### src/design/quad_dac_defines.svh
// Constants for the four-channel converter serial control block.
// Assumes it is included by bare name from design files only.
// What this block does
// - Clear low zeroes data registers and outputs; shutdown and echo edge kept
// - Serial traffic accepted only with select low
// - Lockout low ignores software shutdown
// - Code 1100 enters shutdown when unlocked
// - Shutdown floats amplifiers and reference inputs
// - Serial interface keeps working in shutdown
// - Input registers retained through shutdown
// - Transfer or direct load leaves shutdown
// - One 16-bit shift register in and out
// - Input then converter register per channel
// - Word: address, control, ten data, sub-bits
// - Shift register echoed on serial output
// - Load input, load direct, or transfer all
// - Output code unsigned 0 to 1023
// - A,B share reference one; C,D two
// - Sample on rising clock, act on select rise
// - Control 01 loads input; 11 also updates
// - 0100 transfer, 1000 load all, 0000 nothing
// - Logic output codes and echo edge codes
`ifndef QUAD_DAC_DEFINES_SVH
`define QUAD_DAC_DEFINES_SVH
`define WORD_BITS       16
`define CODE_BITS       10
`define CODE_MSB        13
`define CODE_LSB        4
`define CMD_MSB         15
`define CMD_LSB         12
`define CMD_NOP         4'h0
`define CMD_LOGIC_LOW   4'h2
`define CMD_TRANSFER    4'h4
`define CMD_LOGIC_HIGH  4'h6
`define CMD_LOAD_ALL    4'h8
`define CMD_EDGE_FALL   4'ha
`define CMD_SHUTDOWN    4'hc
`define CMD_EDGE_RISE   4'he
`define CTRL_LOAD       2'h1
`define CTRL_LOAD_UPD   2'h3
`define SETTLE_US       20
`define CLK_MHZ         50
`define SETTLE_CYCLES   (`SETTLE_US * `CLK_MHZ)
`endif

### src/design/quad_dac_pkg.sv
// Types shared by the converter control files.
// Assumes the defines header is compiled alongside.
package quad_dac_pkg;
    typedef logic [9:0] dac_code_t;
    typedef enum logic [1:0]
    {
        LINK_IDLE  = 2'b00,
        LINK_SHIFT = 2'b01
    } link_state_t;
endpackage

### src/design/pin_sync.sv
// Two-flop synchroniser with edge detection for the serial pins.
// Assumes pins are asynchronous to core_clk_i.
`timescale 1ns/1ps
`default_nettype none
module pin_sync
#(
    parameter int WIDTH = 3
)
(
    input  wire logic             core_clk_i,
    input  wire logic             sys_rst_i,
    input  wire logic [WIDTH-1:0] pin_i,
    output logic      [WIDTH-1:0] level_o,
    output logic      [WIDTH-1:0] rise_o,
    output logic      [WIDTH-1:0] fall_o
);
    typedef struct packed
    {
        logic [WIDTH-1:0] meta;
        logic [WIDTH-1:0] sync;
        logic [WIDTH-1:0] prev;
    } sync_state_t;

    sync_state_t state;
    sync_state_t next_state;

    // First stage is read only by the second stage
    always_comb
    begin
        next_state      = state;
        next_state.meta = pin_i;
        next_state.sync = state.meta;
        next_state.prev = state.sync;
    end

    always_ff @(posedge core_clk_i)
    begin
        if (sys_rst_i)
            state <= '0;
        else
            state <= next_state;
    end

    assign level_o = state.sync;
    assign rise_o  = state.sync & ~state.prev;
    assign fall_o  = ~state.sync & state.prev;
endmodule // pin_sync
`default_nettype wire

### src/design/settle_timer.sv
// Counts the output settling wait after power-up or shutdown exit.
// Assumes start_i is a one-cycle pulse on core_clk_i.
`timescale 1ns/1ps
`default_nettype none
`include "quad_dac_defines.svh"
module settle_timer
#(
    parameter int CYCLES = `SETTLE_CYCLES
)
(
    input  wire logic core_clk_i,
    input  wire logic sys_rst_i,
    input  wire logic start_i,
    output logic      settled_o
);
    typedef struct packed
    {
        logic [15:0] count;
    } timer_state_t;

    timer_state_t state;
    timer_state_t next_state;

    // Restart on every exit; reset counts as power-up
    always_comb
    begin
        next_state = state;
        if (start_i)
            next_state.count = 16'(CYCLES);
        else if (state.count != 16'h0000)
            next_state.count = state.count - 16'h0001;
    end

    always_ff @(posedge core_clk_i)
    begin
        if (sys_rst_i)
            state.count <= 16'(CYCLES);
        else
            state <= next_state;
    end

    assign settled_o = (state.count == 16'h0000);
endmodule // settle_timer
`default_nettype wire

### src/design/quad_dac_serial_control.sv
// Serial command decoder and register bank of a four-channel converter.
// Assumes select, serial clock, data and clear arrive from pins; the
// serial clock is sampled by core_clk_i and must stay well below it.
`timescale 1ns/1ps
`default_nettype none
`include "quad_dac_defines.svh"
module quad_dac_serial_control
#(
    parameter int SETTLE_CYCLES = `SETTLE_CYCLES
)
(
    input  wire logic                   core_clk_i,
    input  wire logic                   sys_rst_i,
    input  wire logic                   chip_select_n_i,
    input  wire logic                   serial_clk_i,
    input  wire logic                   serial_data_i,
    input  wire logic                   clear_n_i,
    input  wire logic                   shutdown_lockout_n_i,
    output logic                        serial_echo_o,
    output logic                        user_logic_output_o,
    output quad_dac_pkg::dac_code_t     code_a_o,
    output quad_dac_pkg::dac_code_t     code_b_o,
    output quad_dac_pkg::dac_code_t     code_c_o,
    output quad_dac_pkg::dac_code_t     code_d_o,
    output logic                        amp_enable_o,
    output logic                        reference_pair_one_enable_o,
    output logic                        reference_pair_two_enable_o,
    output logic                        shutdown_o,
    output logic                        outputs_settled_o
);
    ////////////////////////////////////////////////////////////////////
    // Pin synchronisation

    logic [3:0] pin_level;
    logic [3:0] pin_rise;
    logic [3:0] pin_fall;

    pin_sync
    #(
        .WIDTH (4)
    )
    u_pin_sync
    (
        .core_clk_i (core_clk_i),
        .sys_rst_i  (sys_rst_i),
        .pin_i      ({clear_n_i, serial_data_i, serial_clk_i, chip_select_n_i}),
        .level_o    (pin_level),
        .rise_o     (pin_rise),
        .fall_o     (pin_fall)
    );

    logic select_n;
    logic select_rise;
    logic sclk_rise;
    logic sclk_fall;
    logic data_bit;
    logic clear_n;

    assign select_n    = pin_level[0];
    assign select_rise = pin_rise[0];
    assign sclk_rise   = pin_rise[1];
    assign sclk_fall   = pin_fall[1];
    assign data_bit    = pin_level[2];
    assign clear_n     = pin_level[3];

    // Lockout only gates a command at select rise, so a plain pair suffices
    logic [1:0] lockout_sync;

    always_ff @(posedge core_clk_i)
    begin
        if (sys_rst_i)
            lockout_sync <= 2'b00;
        else
            lockout_sync <= {lockout_sync[0], shutdown_lockout_n_i};
    end

    ////////////////////////////////////////////////////////////////////
    // State

    typedef struct packed
    {
        quad_dac_pkg::link_state_t link;
        logic [`WORD_BITS-1:0]     shift;
        logic                      echo;
        logic                      echo_on_rise;
        logic                      user_logic;
        logic                      shutdown;
        logic [3:0][9:0]           input_reg;
        logic [3:0][9:0]           conv_reg;
    } ctrl_state_t;

    ctrl_state_t state;
    ctrl_state_t next_state;
    logic        exit_pulse;

    // Two-bit channel address to one-hot write strobe
    function automatic logic [3:0] channel_onehot(input logic [1:0] addr);
        channel_onehot = 4'h1 << addr;
    endfunction

    ////////////////////////////////////////////////////////////////////
    // Shift, decode and register update

    always_comb
    begin
        logic [3:0] cmd;
        logic [1:0] ctrl;
        logic [1:0] addr;
        logic [9:0] code;
        logic [3:0] hit;
        cmd        = 4'h0;
        ctrl       = 2'b00;
        addr       = 2'b00;
        code       = 10'h000;
        hit        = 4'h0;
        next_state = state;
        exit_pulse = 1'b0;

        // Link framing: idle while select high
        unique case (state.link)
            quad_dac_pkg::LINK_IDLE:
            begin
                if (!select_n)
                    next_state.link = quad_dac_pkg::LINK_SHIFT;
            end
            quad_dac_pkg::LINK_SHIFT:
            begin
                if (select_n)
                    next_state.link = quad_dac_pkg::LINK_IDLE;
            end
            default:
                next_state.link = quad_dac_pkg::LINK_IDLE;
        endcase

        // Capture MSB first on rising clock; works in shutdown too
        if (!select_n && sclk_rise)
            next_state.shift = {state.shift[`WORD_BITS-2:0], data_bit};

        // Echo the bit leaving the register on the selected edge
        if (!select_n && ((state.echo_on_rise && sclk_rise)
                          || (!state.echo_on_rise && sclk_fall)))
            next_state.echo = state.shift[`WORD_BITS-1];

        // Act on the collected word when select returns high
        if (select_rise && state.link == quad_dac_pkg::LINK_SHIFT)
        begin
            cmd  = state.shift[`CMD_MSB:`CMD_LSB];
            addr = state.shift[15:14];
            ctrl = state.shift[13:12];
            code = state.shift[`CODE_MSB-2:`CODE_LSB-2];
            hit  = channel_onehot(addr);
            if (ctrl == `CTRL_LOAD || ctrl == `CTRL_LOAD_UPD)
            begin
                for (int i = 0; i < 4; i++)
                begin
                    if (hit[i])
                        next_state.input_reg[i] = code;
                end
                if (ctrl == `CTRL_LOAD_UPD)
                    next_state.conv_reg = next_state.input_reg;
            end
            else
            begin
                unique case (cmd)
                    `CMD_TRANSFER:
                    begin
                        next_state.conv_reg = state.input_reg;
                        next_state.shutdown = 1'b0;
                        exit_pulse          = state.shutdown;
                    end
                    `CMD_LOAD_ALL:
                    begin
                        for (int i = 0; i < 4; i++)
                        begin
                            next_state.input_reg[i] = code;
                            next_state.conv_reg[i]  = code;
                        end
                        next_state.shutdown = 1'b0;
                        exit_pulse          = state.shutdown;
                    end
                    `CMD_SHUTDOWN:
                    begin
                        if (lockout_sync[1])
                            next_state.shutdown = 1'b1;
                    end
                    `CMD_LOGIC_LOW:
                        next_state.user_logic = 1'b0;
                    `CMD_LOGIC_HIGH:
                        next_state.user_logic = 1'b1;
                    `CMD_EDGE_RISE:
                    begin
                        next_state.echo_on_rise = 1'b1;
                        next_state.conv_reg     = state.input_reg;
                    end
                    `CMD_EDGE_FALL:
                    begin
                        next_state.echo_on_rise = 1'b0;
                        next_state.conv_reg     = state.input_reg;
                    end
                    default:
                    begin
                        // No operation, including code 0000
                        next_state.link = quad_dac_pkg::LINK_IDLE;
                    end
                endcase
            end
        end

        // Clear pin overrides everything while low
        if (!clear_n)
        begin
            next_state           = '0;
            next_state.link      = quad_dac_pkg::LINK_IDLE;
            next_state.shutdown  = state.shutdown;
            next_state.echo_on_rise = state.echo_on_rise;
            // Shutdown is kept, so a word cut by clear must not restart the wait
            exit_pulse           = 1'b0;
        end
    end

    always_ff @(posedge core_clk_i)
    begin
        if (sys_rst_i)
            state <= '0;
        else
            state <= next_state;
    end

    ////////////////////////////////////////////////////////////////////
    // Settling timer and outputs

    settle_timer
    #(
        .CYCLES (SETTLE_CYCLES)
    )
    u_settle_timer
    (
        .core_clk_i (core_clk_i),
        .sys_rst_i  (sys_rst_i),
        .start_i    (exit_pulse),
        .settled_o  (outputs_settled_o)
    );

    // Codes come straight from converter registers, unsigned 0..1023
    assign code_a_o = state.conv_reg[0];
    assign code_b_o = state.conv_reg[1];
    assign code_c_o = state.conv_reg[2];
    assign code_d_o = state.conv_reg[3];

    // Shutdown floats amplifiers and both reference pairs
    assign amp_enable_o                = ~state.shutdown;
    assign reference_pair_one_enable_o = ~state.shutdown;
    assign reference_pair_two_enable_o = ~state.shutdown;
    assign shutdown_o                  = state.shutdown;
    assign serial_echo_o               = state.echo;
    assign user_logic_output_o         = state.user_logic;
endmodule // quad_dac_serial_control
`default_nettype wire

### config.mk
export PLATFORM = sky130hd
export DESIGN_NAME = quad_dac_serial_control
export DESIGN_NICKNAME = d
export VERILOG_FILES = /design/src/design/quad_dac_pkg.sv /design/src/design/pin_sync.sv /design/src/design/settle_timer.sv /design/src/design/quad_dac_serial_control.sv
export VERILOG_INCLUDE_DIRS = /design/src /design/src/design
export SDC_FILE = /design/constraint.sdc
export NUM_CORES = 1
export LEC_CHECK = 0
export BUFFER_PORTS_ARGS = -buffer_cell sky130_fd_sc_hd__buf_2
export CAP_MARGIN = 20
export CORE_MARGIN = 5
export CORE_UTILIZATION = 60
export DETAILED_ROUTE_END_ITERATION = 10
export PLACE_DENSITY = 0.8
export RECOVER_POWER = 100
export SETUP_SLACK_MARGIN = 0.4
export SLEW_MARGIN = 20
export SYNTH_ARGS = -nofsm -noshare
export SYNTH_HDL_FRONTEND = slang
export SYNTH_HIERARCHICAL = 1
export SYNTH_SLANG_ARGS = --single-unit
### constraint.sdc
create_clock -name core_clk_i -period 3 [get_ports core_clk_i]
set_input_delay 0.45 -clock core_clk_i [delete_from_list [all_inputs] [get_ports core_clk_i]]
set_output_delay 0.45 -clock core_clk_i [all_outputs]
set_load 0.01 [all_outputs]
After elaboration in Yosys (flattened, before gate mapping):

Cells that the tools add are included.

* flip-flop bits (word level): 130
* bits of input ports: 7
* output and inout port bits: 47
* word-level logic and storage cells: 89

* add/sub/neg operators: 1
* equality and inequality tests: 12
* shifts and indexed selects: 1
* multiplexer cells: 22
* bitwise operators: 7
* reduce and logical (&&, ||, !) cells: 27

Operators with widths (count)
* 40-bit two-way mux: 2
* 80-bit two-way mux: 1
* 40-bit case mux with 2 select lines: 1
* 10-bit two-way mux: 4
* 4-bit equality test, second input constant: 4
* 16-bit zero test: 1
* 16-bit nonzero test: 1
* 16-bit by 1-bit subtractor with 16-bit output, second input constant: 1
* 2-bit two-way mux: 5
* 4-bit by 3-bit equality test with 1-bit output, second input constant: 2
* 2-bit nonzero test: 4
* 7-bit OR reduction: 1
* 1-bit case mux with 2 select lines: 3
* 3-bit AND reduction: 2
* 2-bit OR reduction: 3
* 1-bit logical AND: 5
* 1-bit two-way mux: 5
* 5-bit AND reduction: 1
* 2-bit bitwise AND: 2
* 2-bit by 1-bit equality test with 1-bit output, second input constant: 2
* 4-bit by 2-bit equality test with 1-bit output, second input constant: 1
* 2-bit != test, second input constant: 2
* 2-bit inverter: 2
* 2-bit case mux with 2 select lines: 1
* 10 further kinds: 14

Logic depth before layout (Yosys ltp):

* depth in word-level cells: 7
* depth in mapped cells: 8
* gate-level depth less buffers: 7

Cells and area by module:

The synthesis kept the hierarchy.

By module, submodules not included
* quad_dac_serial_control: instances 1, cells an instance 596, area each 5088.6 µm², seq. area each 2082.0 µm²
* settle_timer: instances 1, cells an instance 96, area each 843.3 µm², seq. area each 320.3 µm²
* pin_sync: instances 1, cells an instance 37, area each 446.7 µm², seq. area each 240.2 µm²

Least setup slack after synthesis:

OpenSTA, ideal clock, no wires.

* path type: reg-to-output
* from: register u_settle_timer/state[0] in the netlist's numbering
* to: output port outputs_settled_o
* arrival time: 1789 ps
* required time: 2550 ps
* setup slack: 761 ps
* stages on the path, launching flop included: 7
* path buffers: 1
* cell sequence: dfxtp_1 inv_1 ha_1 or4b_2 or4_4 buf_6 clkinv_8

* word-level cells in the longest chain between the ends: 1

Ends and longest elaborated chain
* from (decl): line settle_timer.sv:21 `timer_state_t state;`
* from (signal assigned): line settle_timer.sv:39 `state <= next_state;`
* 16-bit zero test: line settle_timer.sv:42 `assign settled_o = (state.count == 16'h0000);`
* to (decl): line quad_dac_serial_control.sv:29 `output logic outputs_settled_o`

No other way between the ends.

Worst setup path in the final report:

* from: register u_settle_timer/state[1] in the netlist's numbering
* to: output port outputs_settled_o

Same word-level chain as after synthesis.

==> results.yml <==
status:
  outcome: "completed"
timing:
  finClkSkew_ns: 0.0108
  finalCritPeriodShare_pct: 93.3
  setup_tns_ns: 0
  post-route-min-period_ns: 2.80
  slew-limit-headroom_pct: 21.2
  fmax_ghz: 0.357
  setup_viol: 0
  rsz0062_at_grt: "yes"
  finalWorstSetupSlack_ns: 0.202
  finalHoldViolations: 0
  maxSlewViolCount: 0
  worst_pin_slew_ns: 1.18
floorplan:
  ios: 54
  core_sq_mm: 0.0103
  std_cell_rows: 37
  die_height_um: 112
  die-width_um: 112
  start_util_pct: 61.1
  die_area_sq_mm: 0.0126
power:
  p_leak_uw: 0.00239
  fin_total_pwr_uw: 3780
  cellPowerDensity_mw_per_mm2: 559
  ir_drop_uv: 447
grt:
  antenna_found_initial: 0
  grt_overflow: 0
  grt_pass1_vias: 4949
  grt_usage_pct: 23.2
  grt_pass1_wl_um: 23800
  grt_max_degree: 39
layout:
  drive_gt1_share_pct: 11.8
  nets: 714
  stdcell_area_sq_mm: 0.00676
  final_cells: 855
  antenna_cells: 0
  nFillCells: 831
  synthToLayoutAreaGrowth_pct: 7.61
worst_setup_path:
  cp-start-kind: "flop"
  crit_required_ns: 2.55
  crit_path_max_fanout: 5
  end_kind: "primary output"
  crit_path_start: "u_settle_timer/state[1]"
  path_class: "flop to primary output"
  arrival_ns: 2.35
  timing.rr.start: "state[96]"
worst_hold_path:
  hold_path.class: "input pin to flop"
  worstHoldStart: "serial_clk_i"
logic_synthesis:
  yosys_warnings: 6
  syn_area_per_cell_sq_um: 8.74
  syn_nets: 727
  netlist_instances: 719
  syn_area_sq_mm: 0.00628
cts:
  path_clk_slew_ns: 0.06
  hold_buffers: 0
  root_buffer: "clkbuf_8"
  cts_inserted_buffers: 17
  cts_num_sinks: 130
  cts_buffer_depth: 2
  cts_tree: "yes"
  h-tree-depth: 4
  clock_latency_ns: 0.54
job:
  maxCapViolations: 0
route:
  finalWirelength_um: 14300
  dr.pass1.iters: 7
  drcViolationCount: 0
  wl_per_cell_um: 16.8
  vias_per_cell: 6.10
  drt_iter0_drc: 405
  drtAntennaViolNets: 0
  vias: 5214
placement:
  gp_congestion: 0.873
  dp.cells: 818
  dpl-instance-area_sq_mm: 0.00621
  pre_cts_slack_ns: 0.534
  io_buffers: 53
  dp_hpwl_um: 9110
## layout by cell type, fill, tap and decap left out, drive strengths merged, types with 3 or more instances in the layout
master,count
nand2,51
o211ai,14
nor3,9
or3,13
o31ai,3
o2111ai,8
nand2b,7
or3b,3
inv,21
and3,4
nor2b,17
or4,6
nor4,5
o21ai,47
clkbuf,69
a21oi,58
o22ai,12
dfxtp,130
a22o,10
nand3,28
a222oi,10
or2,3
clkinv,6
nor3b,15
nor2,55
mux2i,55
nand3b,7
and3b,6
buf,23
## metrics by stage
step           hold slack [ns]  utilization (%)
4_1_cts                  0.112             66.6
3_3_place_gp             0.417             60.5
2_1_floorplan            0.405                -
6_report                 0.128             65.8
3_5_place_dp             0.422             60.5
5_1_grt                  0.119             65.8
## repair_timing
item,CTS,global route
setup endpoints to repair,1,3
pin swaps,2,0
resized for setup,11,1
gates cloned,0,0
buffers inserted,5,0
## critical path, cell delays in order (launching register included)
cell and delay (ns):
dfxtp_2 0.33, inv_2 0.07, ha_4 0.15, or4b_4 0.46, or4_1 0.62, clkinv_8 0.09
buf_6 0.09
## sequential cells by signal (all words and copies together) (netlist names)
signal,cells
code_d_o,10
code_a_o,10
u_pin_sync/state,2
shutdown_o,1
u_pin_sync/level_o,4
user_logic_output_o,1
lockout_sync,2
code_b_o,10
u_pin_sync/next_state,4
u_settle_timer/state,16
code_c_o,10
state,59
serial_echo_o,1
## metal layers
| layer | part of all wire (%) | GRT usage (%) | up-vias |
|---|---|---|---|
| li1 | - | - | 2503 |
| met1 | 43 | 28.7 | 2429 |
| met2 | 47 | 36.8 | 242 |
| met3 | 7.7 | 6.58 | 40 |
| met4 | 2.7 | 11.8 | 0 |
| met5 | 0 | 0 | - |
## report_power, final
| part | switching, uW | internal (uW) | total (uW) |
|---|---|---|---|
| registers | 16.2 | 1740 | 1760 |
| clock network | 788 | 1130 | 1920 |
| logic | 56.8 | 42.8 | 99.5 |
| total | 861 | 2920 | 3780 |
## final timing paths
| kind | endpoint | slack [ns] | depth (start not counted) |
|---|---|---|---|
| hold reg to reg | u_pin_sync/level_o[0] | 0.45 | 1 |
| hold / removal | u_pin_sync/next_state[5] | 0.13 | 2 |
| setup / recovery | outputs_settled_o | 0.20 | 6 |
| setup reg to reg | code_a_o[7] | 0.41 | 6 |
## cell type report
| class | count | area [sq um] | share of cell area (%) |
|---|---|---|---|
| sequential | 130 | 2610 | 38.6 |
| multi-input combinational | 467 | 2980 | 44.1 |
| clock buffer | 19 | 432 | 6.39 |
| timing repair buffer | 73 | 365 | 5.40 |
| tap | 136 | 170 | 2.52 |
| clock inverter | 13 | 125 | 1.85 |
| inverter | 17 | 78.8 | 1.17 |
Note: power is estimated with default switching activity, not from simulation.
